--- src/cgr_pkg.sv ---
// package for the clock generator configuration slice: offsets, field positions, resets, types
// assumes byte-wide registers placed one per aligned 32-bit APB word
package cgr_pkg;
    localparam int NUM_SETS = 4;
    localparam int NUM_OUTS = 6;
    localparam int NUM_PLL_HOLD_SELECT = 3;
    // printed offsets are not multiples of four: kept as indices, byte address = 4 * index
    localparam logic [7:0] IDX_FB_SET0 = 8'h18;
    localparam logic [7:0] IDX_FB_SET1 = 8'h19;
    localparam logic [7:0] IDX_FB_SET2 = 8'h1A;
    localparam logic [7:0] IDX_FB_SET3 = 8'h1B;
    localparam logic [7:0] IDX_OFF_PIN = 8'h1C;
    localparam logic [7:0] IDX_HOLD_LOCK = 8'h1D;
    localparam logic [7:0] IDX_PLL_HOLD = 8'h1E;
    localparam logic [7:0] IDX_FB_LOW_SET0 = 8'h14;
    localparam logic [7:0] IDX_MULT_SET0 = 8'h40;
    localparam logic [7:0] IDX_MULT_SET1 = 8'h41;
    localparam logic [7:0] IDX_MULT_SET2 = 8'h42;
    localparam logic [7:0] IDX_MULT_SET3 = 8'h43;
    localparam logic [7:0] IDX_SEL = 8'h44;
    localparam logic [7:0] RST_FB = 8'h00;
    localparam logic [7:0] RST_OFF_PIN = 8'h00;
    localparam logic [7:0] RST_HOLD_LOCK = 8'h40;
    localparam logic [7:0] RST_PLL_HOLD = 8'h00;
    localparam logic [7:0] RST_FB_LOW = 8'h00;
    localparam logic [7:0] RST_SEL = 8'h00;
    localparam int ADD_LSB = 4;
    localparam int INT_HI_LSB = 0;
    localparam int POL_BIT = 7;
    localparam int FUNC_BIT = 6;
    localparam int LOCK_BIT = 6;
    localparam logic [7:0] HOLD_LOCK_MASK = 8'h7F;
    localparam logic [7:0] PLL_HOLD_MASK = 8'h07;
    localparam logic [7:0] SEL_MASK = 8'h07;
    localparam int SEL_SET_LSB = 0;
    localparam int SEL_MFC_BIT = 2;
    localparam logic [10:0] LOCK_COUNT_SHORT = 11'h008;
    localparam logic [10:0] LOCK_COUNT_LONG = 11'h400;
    localparam logic [1:0] STYLE_PARK_LOW = 2'h2;
    localparam logic [1:0] STYLE_PARK_HIGH = 2'h3;

    typedef struct packed {
        logic [NUM_OUTS-1:0] pin_disable;
        logic [NUM_OUTS-1:0] hold_enable;
        logic [NUM_PLL_HOLD_SELECT-1:0] pll_hold;
        logic off_pin_polarity;
        logic off_pin_function;
    } cgr_gate_cfg_type;

    typedef enum logic [2:0] {
        ST_IDLE = 3'b001,
        ST_SETUP = 3'b010,
        ST_ACCESS = 3'b100
    } cgr_apb_state_type;
endpackage : cgr_pkg

--- src/cgr_mult.sv ---
// total feedback multiplier of one configuration set, in 1/64 units
// assumes static register inputs; purely combinational
`timescale 1ns/10ps
module cgr_mult (
    input wire logic [11:0] integer_count,
    input wire logic [3:0] add_count,
    input wire logic [5:0] spread_offset,
    input wire logic add_active,
    output logic [19:0] mult_x64
);
    import cgr_pkg::*;
    logic [13:0] whole;
    // add and the +1 apply only with a nonzero add count
    always_comb begin
        whole = {1'b0, integer_count, 1'b0};
        if (add_active) begin
            whole = 14'(whole + {10'h000, add_count} + 14'h0001);
        end
        mult_x64 = {whole, spread_offset};
    end
endmodule : cgr_mult

--- src/cgr_gate.sv ---
// output gating for six clocks from the global off pin and suspend pin
// assumes pins already synchronised; per-output pll association supplied
`timescale 1ns/10ps
module cgr_gate (
    input wire cgr_pkg::cgr_gate_cfg_type cfg,
    input wire logic [11:0] output_disable_style,
    input wire logic [11:0] output_pll_map,
    input wire logic off_pin,
    input wire logic general_input_three,
    input wire logic multi_function_control_mode,
    output logic [5:0] out_enable,
    output logic [5:0] out_hiz,
    output logic [5:0] out_park_value
);
    import cgr_pkg::*;
    logic off_active;
    logic hold_pin;
    assign off_active = cfg.off_pin_polarity ? ~off_pin : off_pin;
    assign hold_pin = multi_function_control_mode & general_input_three;
    genvar i;
    generate
        for (i = 0; i < NUM_OUTS; i++) begin : g_out
            logic pll_hit;
            logic off;
            logic [1:0] style;
            assign style = output_disable_style[2*i +: 2];
            assign pll_hit = (output_pll_map[2*i +: 2] < 2'(NUM_PLL_HOLD_SELECT)) && cfg.pll_hold[output_pll_map[2*i +: 2]];
            always_comb begin
                if (cfg.off_pin_function) begin
                    off = off_active;
                end else begin
                    off = (cfg.pin_disable[i] & off_active)
                        | (hold_pin & (pll_hit | cfg.hold_enable[i]));
                end
            end
            assign out_enable[i] = ~off;
            assign out_hiz[i] = off & ~style[1];
            assign out_park_value[i] = style == STYLE_PARK_HIGH;
        end
    endgenerate
endmodule : cgr_gate

--- src/cgr_regs.sv ---
// Functional notes
// - add count upper nibble, integer bits 11:8 lower
// - multiplier is 2N + A + 1 + offset/64; code adds A + 1 only for nonzero A, else 2N + offset/64
// - set zero applies in multi-function mode
// - polarity bit 0 active high, 1 low
// - per-output disable bit ties output to off pin
// - disable style: tristate, park low, park high
// - per-output hold bit suspends from suspend pin; code ignores suspend pin while function bit set
// - per-pll hold select suspends its outputs; code ignores suspend pin while function bit set
// - function bit makes off pin global shutdown
// - lock count 8 or 1024 input cycles
// APB slave holding the feedback-high and output gating registers of the clock generator
// assumes one pclk domain; off pin, suspend pin and input clock arrive asynchronous
`timescale 1ns/10ps
module cgr_regs (
    input wire logic pclk,
    input wire logic presetn,
    input wire logic psel,
    input wire logic penable,
    input wire logic pwrite,
    input wire logic [11:0] paddr,
    input wire logic [31:0] pwdata,
    input wire logic [3:0] pstrb,
    output logic [31:0] prdata,
    output logic pready,
    output logic pslverr,
    input wire logic off_pin,
    input wire logic general_input_three,
    input wire logic input_clock,
    input wire logic [7:0] pll0_spread_offset,
    input wire logic [11:0] output_disable_style,
    input wire logic [11:0] output_pll_map,
    output logic [5:0] out_enable,
    output logic [5:0] out_hiz,
    output logic [5:0] out_park_value,
    output logic [19:0] pll0_mult_x64,
    output logic [1:0] active_set,
    output logic input_good
);
    import cgr_pkg::*;

    logic [7:0] fb_high_q [NUM_SETS];
    logic [7:0] fb_low_q [NUM_SETS];
    logic [7:0] off_pin_ctl_q;
    logic [7:0] hold_lock_q;
    logic [7:0] pll_hold_q;
    logic [7:0] sel_q;
    cgr_apb_state_type state_q;
    logic [1:0] off_sync_q;
    logic [1:0] gin_sync_q;
    logic [1:0] clk_sync_q;
    logic clk_prev_q;
    logic [10:0] lock_cnt_q;
    logic input_good_q;
    logic [9:0] word_idx;
    logic wr_en;
    logic rd_en;
    logic hit;
    logic [7:0] rd_byte;
    logic [1:0] set_sel;
    logic mfc_mode;
    logic [10:0] lock_target;
    cgr_gate_cfg_type gate_cfg;

    assign word_idx = paddr[11:2];
    assign mfc_mode = sel_q[SEL_MFC_BIT];

    // two-phase slave: answer in the first access cycle, no wait states
    always_ff @(posedge pclk or negedge presetn) begin
        if (!presetn) begin
            state_q <= ST_IDLE;
        end else begin
            unique case (state_q)
                ST_IDLE: state_q <= (psel && !penable) ? ST_SETUP : ST_IDLE;
                ST_SETUP: state_q <= ST_ACCESS;
                ST_ACCESS: state_q <= (psel && !penable) ? ST_SETUP : ST_IDLE;
                default: state_q <= ST_IDLE;
            endcase
        end
    end

    assign pready = 1'b1;
    assign wr_en = psel & penable & pwrite & pstrb[0];
    // read data is captured in setup so it already stands when the access edge samples it
    assign rd_en = psel & ~penable & ~pwrite;

    always_comb begin
        hit = 1'b1;
        rd_byte = 8'h00;
        unique case (word_idx)
            10'(IDX_FB_SET0): rd_byte = fb_high_q[0];
            10'(IDX_FB_SET1): rd_byte = fb_high_q[1];
            10'(IDX_FB_SET2): rd_byte = fb_high_q[2];
            10'(IDX_FB_SET3): rd_byte = fb_high_q[3];
            10'(IDX_FB_LOW_SET0): rd_byte = fb_low_q[0];
            10'(IDX_FB_LOW_SET0 + 8'h01): rd_byte = fb_low_q[1];
            10'(IDX_FB_LOW_SET0 + 8'h02): rd_byte = fb_low_q[2];
            10'(IDX_FB_LOW_SET0 + 8'h03): rd_byte = fb_low_q[3];
            10'(IDX_OFF_PIN): rd_byte = off_pin_ctl_q;
            10'(IDX_HOLD_LOCK): rd_byte = hold_lock_q;
            10'(IDX_PLL_HOLD): rd_byte = pll_hold_q;
            10'(IDX_SEL): rd_byte = sel_q;
            10'(IDX_MULT_SET0): rd_byte = {1'b0, input_good_q, active_set, 4'h0};
            default: hit = 1'b0;
        endcase
    end

    assign pslverr = psel & penable & ~hit;

    always_ff @(posedge pclk or negedge presetn) begin
        if (!presetn) begin
            prdata <= 32'h0000_0000;
        end else if (rd_en) begin
            prdata <= {24'h00_0000, rd_byte};
        end
    end

    // feedback-high per set: add count [7:4], integer [11:8] in [3:0]
    genvar s;
    generate
        for (s = 0; s < NUM_SETS; s++) begin : g_set
            always_ff @(posedge pclk or negedge presetn) begin
                if (!presetn) begin
                    fb_high_q[s] <= RST_FB;
                    fb_low_q[s] <= RST_FB_LOW;
                end else if (wr_en && state_q == ST_SETUP) begin
                    if (word_idx == 10'(IDX_FB_SET0 + 8'(s))) begin
                        fb_high_q[s] <= pwdata[7:0];
                    end
                    if (word_idx == 10'(IDX_FB_LOW_SET0 + 8'(s))) begin
                        fb_low_q[s] <= pwdata[7:0];
                    end
                end
            end
        end
    endgenerate

    // reserved bits are stored masked so they read zero even if the host slips
    always_ff @(posedge pclk or negedge presetn) begin
        if (!presetn) begin
            off_pin_ctl_q <= RST_OFF_PIN;
            hold_lock_q <= RST_HOLD_LOCK;
            pll_hold_q <= RST_PLL_HOLD;
            sel_q <= RST_SEL;
        end else if (wr_en && state_q == ST_SETUP) begin
            unique case (word_idx)
                10'(IDX_OFF_PIN): off_pin_ctl_q <= pwdata[7:0];
                10'(IDX_HOLD_LOCK): hold_lock_q <= pwdata[7:0] & HOLD_LOCK_MASK;
                10'(IDX_PLL_HOLD): pll_hold_q <= pwdata[7:0] & PLL_HOLD_MASK;
                10'(IDX_SEL): sel_q <= pwdata[7:0] & SEL_MASK;
                default: ;
            endcase
        end
    end

    // pins cross into pclk through two flops before use
    always_ff @(posedge pclk or negedge presetn) begin
        if (!presetn) begin
            off_sync_q <= 2'h0;
            gin_sync_q <= 2'h0;
            clk_sync_q <= 2'h0;
            clk_prev_q <= 1'b0;
        end else begin
            off_sync_q <= {off_sync_q[0], off_pin};
            gin_sync_q <= {gin_sync_q[0], general_input_three};
            clk_sync_q <= {clk_sync_q[0], input_clock};
            clk_prev_q <= clk_sync_q[1];
        end
    end

    assign lock_target = hold_lock_q[LOCK_BIT] ? LOCK_COUNT_LONG : LOCK_COUNT_SHORT;

    // counts rising input edges; input only sampled, so it must be slower than pclk/2
    always_ff @(posedge pclk or negedge presetn) begin
        if (!presetn) begin
            lock_cnt_q <= 11'h000;
            input_good_q <= 1'b0;
        end else if (clk_sync_q[1] && !clk_prev_q && !input_good_q) begin
            lock_cnt_q <= 11'(lock_cnt_q + 11'h001);
            input_good_q <= (11'(lock_cnt_q + 11'h001) >= lock_target);
        end
    end
    assign input_good = input_good_q;

    assign set_sel = mfc_mode ? 2'h0 : sel_q[SEL_SET_LSB +: 2];
    assign active_set = set_sel;

    cgr_mult u_mult (
        .integer_count({fb_high_q[set_sel][3:0], fb_low_q[set_sel]}),
        .add_count(fb_high_q[set_sel][7:ADD_LSB]),
        .spread_offset(pll0_spread_offset[5:0]),
        .add_active(fb_high_q[set_sel][7:ADD_LSB] != 4'h0),
        .mult_x64(pll0_mult_x64)
    );

    assign gate_cfg.pin_disable = off_pin_ctl_q[5:0];
    assign gate_cfg.hold_enable = hold_lock_q[5:0];
    assign gate_cfg.pll_hold = pll_hold_q[2:0];
    assign gate_cfg.off_pin_polarity = off_pin_ctl_q[POL_BIT];
    assign gate_cfg.off_pin_function = off_pin_ctl_q[FUNC_BIT];

    cgr_gate u_gate (
        .cfg(gate_cfg),
        .output_disable_style(output_disable_style),
        .output_pll_map(output_pll_map),
        .off_pin(off_sync_q[1]),
        .general_input_three(gin_sync_q[1]),
        .multi_function_control_mode(mfc_mode),
        .out_enable(out_enable),
        .out_hiz(out_hiz),
        .out_park_value(out_park_value)
    );
endmodule : cgr_regs

--- config.mk ---
export PLATFORM = sky130hd
export DESIGN_NAME = cgr_regs
export DESIGN_NICKNAME = d
export VERILOG_FILES = /design/src/cgr_pkg.sv /design/src/cgr_mult.sv /design/src/cgr_gate.sv /design/src/cgr_regs.sv
export SDC_FILE = /design/constraint.sdc
export NUM_CORES = 1
export LEC_CHECK = 0
export ABC_AREA = 1
export ABC_CLOCK_PERIOD_IN_PS = 2800
export BUFFER_PORTS_ARGS = -buffer_cell sky130_fd_sc_hd__buf_4
export CORE_MARGIN = 8
export CORE_UTILIZATION = 50
export DETAILED_ROUTE_END_ITERATION = 8
export PLACE_DENSITY = 0.79
export SLEW_MARGIN = 10
export SYNTH_ARGS = -nofsm -noshare
export SYNTH_HDL_FRONTEND = slang
export SYNTH_SLANG_ARGS = --single-unit
--- constraint.sdc ---
create_clock -name pclk -period 2.8 [get_ports pclk]
set_input_delay 0.56 -clock pclk [delete_from_list [all_inputs] [get_ports pclk]]
set_output_delay 0.56 -clock pclk [all_outputs]
set_load 0.02 [all_outputs]
==> insert_results.sql <==
INSERT INTO impl_metrics (metric_group, metric, value, unit) VALUES
('final_layout', 'layout.area.seq', '2880', 'um2'),
('placement', 'dpl.hpwl', '16600', 'um'),
('detailed_routing', 'routed_wirelength', '23100', 'um'),
('worst_setup_path', 'worst_setup_path_end_kind', 'output pin', ''),
('pwr', 'totalPowerFinal', '0.00420', 'W'),
('synthesis', 'synth_edf_count', '0', ''),
('worst_setup_path', 'startpoint_type', 'flop', ''),
('floorplan', 'design.die.area', '18300', 'um2'),
('run', 'max_cap_violations', '0', ''),
('timing', 'slew-limit-headroom', '0.556', ''),
('pwr', 'max_ir_drop_vdd', '491', 'uV'),
('detailed_routing', 'routed-via-count', '7371', ''),
('final_layout', 'multi_input_area', '3690', 'um2'),
('timing', 'finalHoldWorstSlack', '0.177', 'ns'),
('floorplan', 'initial_standard_cell_utilization_of_the_core', '0.513', ''),
('worst_setup_path', 'cp.arrival', '2.72', 'ns'),
('timing', 'skew', '0.00671', 'ns'),
('timing', 'setup_ws', '-0.484', 'ns'),
('timing', 'fin_crit', '3.28', 'ns'),
('grt', 'grt_pass1_wl', '35500', 'um'),
('worst_setup_path', 'r2r.worst_path.cells', '6', ''),
('final_layout', 'layout-area-overhead-vs-synth', '28.2', '%'),
('clock_network', 'clock_latency', '0.42', 'ns'),
('detailed_routing', 'routed_via_density', '5.43', ''),
('grt', 'grt_antenna_before_repair', '0', ''),
('placement', 'post-place-ws', '-0.157', 'ns'),
('final_layout', 'antenna-diode-count', '0', ''),
('grt', 'pin_count_of_the_biggest_net_entering_global_routing', '50', ''),
('synthesis', 'post_synth.cell_area_avg', '6.97', 'um2'),
('clock_network', 'cts_made_buffers', '17', ''),
('outcome', 'run_status', 'finished, violations left', ''),
('pwr', 'leakage', '4.58', 'nW'),
('timing', 'rsz_0062_raised_after_global_routing', 'true', ''),
('grt', 'grt.total_usage', '0.247', ''),
('pwr', 'power.density_cell_area', '461', 'nW/um2'),
('clock_network', 'cts_max_path_buffers', '2', ''),
('timing', 'final-max-slew-violation-count', '0', ''),
('detailed_routing', 'drt_pass_1_iters', '7', ''),
('timing', 'fin_crit_sh', '1.17', ''),
('detailed_routing', 'routed_wire_length_per_instance', '17.0', 'um'),
('synthesis', 'syn_inst', '1020', ''),
('floorplan', 'dieHeight', '135', 'um'),
('synthesis', 'yosys_reg_bits', '115', ''),
('worst_hold_path', 'hp-class', 'in -> async', ''),
('placement', 'placed_cell_area', '8140', 'um2'),
('synthesis', 'synth_flop_cell', 'dfrtp_1', ''),
('grt', 'first_global_vias', '7022', ''),
('placement', 'port_buffers', '94', ''),
('floorplan', 'placeableCoreArea', '13900', 'um2'),
('clock_network', 'h_tree_levels', '4', ''),
('grt', 'grt_remaining_overflow', '0', ''),
('worst_setup_path', 'reg2reg_to', 'fb_high_q[0]', ''),
('floorplan', 'ioPinCount', '163', ''),
('timing', 'setup_tns', '-5.87', 'ns'),
('clock_network', 'clk_root_buffer_cell', 'clkbuf_16', ''),
('synthesis', 'synth_cell_types', '37', ''),
('clock_network', 'clkTransAtPathRegs', '0.05', 'ns'),
('outcome', 'violations', 'negative setup slack', ''),
('detailed_routing', 'drt_iter0_markers', '726', ''),
('synthesis', 'yosys_warnings', '0', ''),
('floorplan', 'fp.dieW', '135', 'um'),
('final_layout', 'final_layout_size_suffix_gt1_frac', '0.232', ''),
('synthesis', 'synthArstFlopShare', '1.00', ''),
('synthesis', 'synth.yosys.seq_area_share', '0.405', ''),
('timing', 'hold_viol', '0', ''),
('final_layout', 'design_area', '9120', 'um2'),
('worst_setup_path', 'crit_path_max_fanout', '4', ''),
('detailed_routing', 'postRouteAntennaNets', '0', ''),
('worst_setup_path', 'critical_path_class', 'reg -> out', ''),
('floorplan', 'num_rows', '43', ''),
('final_layout', 'fillerInstances', '1200', ''),
('worst_setup_path', 'reg2reg_slack', '0.86', 'ns'),
('clock_network', 'cts_tree', 'done', ''),
('timing', 'worst-slew-pin-transition', '0.665', 'ns'),
('placement', 'final_estimated_routing_congestion_in_global_placement', '0.979', ''),
('final_layout', 'number_of_nets_in_the_layout', '1258', ''),
('detailed_routing', 'residual_drc', '0', ''),
('worst_setup_path', 'timing.critical_path.required', '2.24', 'ns'),
('clock_network', 'cts.sink_count', '115', ''),
('worst_setup_path', 'r2r-start', 'state_q[2]', ''),
('synthesis', 'syn_area', '7110', 'um2'),
('timing', 'fmax', '304', 'MHz'),
('timing', 'total_setup_violations_reported_at_the_end_of_the_flow', '14', '');
routing by layer:
metal,up-vias,share of wire,GRT usage
li1,3503,-,-
met1,3362,0.40,0.302
met2,431,0.46,0.390
met3,75,0.098,0.0757
met4,0,0.043,0.121
met5,-,0,0
cell usage after synthesis (all sizes together) (2+ instances only):
cell / number / area, um2
xor2: 8 / 70.1
o211a: 2 / 20.0
dfrtp: 113 / 2830
xnor2: 4 / 35.0
dfstp: 2 / 52.6
clkbuf: 13 / 48.8
inv: 110 / 413
and3: 2 / 12.5
a31oi: 3 / 18.8
buf: 50 / 383
o22ai: 12 / 75.1
o311ai: 2 / 17.5
nand2: 344 / 1330
ha: 5 / 62.6
a22oi: 3 / 22.5
conb: 2 / 7.51
nor2: 85 / 364
o21ai: 112 / 561
or2: 2 / 12.5
nand3: 99 / 510
nand4: 11 / 68.8
nor3: 11 / 55.1
and2: 2 / 12.5
a21oi: 19 / 95.1
worst max-delay path by stage:
stage / to / depth (start not counted) / slack (ns) / start
CTS: pll0_mult_x64[15] / 17 / -0.43 / sel_q[2]
detailed placement: pll0_mult_x64[15] / 16 / -0.16 / sel_q[2]
finish: pll0_mult_x64[15] / 17 / -0.48 / sel_q[0]
global placement: pll0_mult_x64[18] / 15 / -0.13 / sel_q[0]
global route: pll0_mult_x64[19] / 17 / -0.62 / sel_q[0]
floorplan: pll0_mult_x64[11] / 15 / 0.03 / sel_q[2]
report_power, final:
group	switching, W	internal, W	leakage (nW)
clock	0.000768	0.00126	0.269
combinational	0.000268	0.000152	2.74
sequential	0.0000423	0.00172	1.57
layout by cell type, fill, tap and decap left out, types with 3 or more instances in the layout:
| cell | Yosys | final |
|---|---|---|
| clkinv_2 | 0 | 6 |
| nand4_1 | 11 | 11 |
| o21ai_1 | 29 | 30 |
| nor3_1 | 11 | 11 |
| nor2_1 | 75 | 75 |
| nor2_4 | 4 | 5 |
| clkbuf_16 | 0 | 17 |
| buf_6 | 8 | 13 |
| a21oi_1 | 19 | 16 |
| clkbuf_1 | 13 | 3 |
| nand2_4 | 1 | 3 |
| o21ai_0 | 83 | 79 |
| nand2_1 | 332 | 320 |
| conb_1 | 2 | 25 |
| inv_1 | 97 | 96 |
| o21ai_2 | 0 | 3 |
| nand3_1 | 96 | 86 |
| nand3_2 | 3 | 12 |
| ha_1 | 5 | 4 |
| nand2_2 | 11 | 19 |
| a31oi_1 | 3 | 3 |
| buf_12 | 0 | 4 |
| buf_4 | 33 | 147 |
| xor2_1 | 8 | 6 |
| nor2_2 | 6 | 5 |
| xnor2_1 | 4 | 3 |
| o22ai_1 | 12 | 11 |
| dfrtp_1 | 113 | 112 |
| inv_2 | 13 | 13 |
flip-flops by register name (all words and copies together) (netlist names):
register and flops:
prdata 8, off_pin_ctl_q 8, off_sync_q 2, sel_q 3
fb_high_q 32, hold_lock_q 7, fb_low_q 32, clk_prev_q 1
gin_sync_q 2, state_q 3, clk_sync_q 2, pll_hold_q 3
lock_cnt_q 11, input_good 1
area by class of cell:
cell class / instances / area share
Clock buffer: 22 / 0.0509
Clock inverter: 10 / 0.00919
Inverter: 110 / 0.0455
Multi-Input combinational cell: 755 / 0.404
Sequential cell: 115 / 0.316
Tap cell: 180 / 0.0247
Timing Repair Buffer: 165 / 0.149
worst max-delay path, cell delays in order (launching register included):
cell and delay [ns]:
dfrtp_2 0.47, inv_2 0.10, nor2_4 0.04, buf_6 0.12, o21ai_2 0.14, o22ai_1 0.11, buf_4 0.17, ha_4 0.29
nand2_1 0.05, inv_1 0.06, nand3_2 0.08, nand2_2 0.09, nand3_4 0.10, a21oi_4 0.16, nand2_1 0.06, nand2_1 0.06
nand2_1 0.07, buf_6 0.14
metrics by stage:
step / cells / util
6_report: 1357 / 0.657
5_1_grt: 1357 / 0.657
4_1_cts: 1349 / 0.645
3_5_place_dp: 1305 / 0.586
3_3_place_gp: 1305 / 0.586
2_1_floorplan: 1043 / -
repair_timing:
action | 4_1_cts | 5_1_grt
resized for setup | 44 | 22
setup buffers | 12 | 8
cloned | 1 | 0
pin swaps | 20 | 9
setup endpoints to repair | 14 | 14
hold buffers | 0 | 0
kinds of logic (layout without fill, tap and decap cells):
logic type      Yosys count  in the layout  share of synthesized area
xor+xnor                 12             12                     0.0148
buf+inv                 173            307                      0.119
flops                   115            115                      0.405
simple gates            558            558                      0.334
compound gates          154            154                      0.115
fa+ha+maj                 6              6                     0.0116
other cells               2             25                    0.00106
No activity file was read; power rests on OpenSTA's default activity.
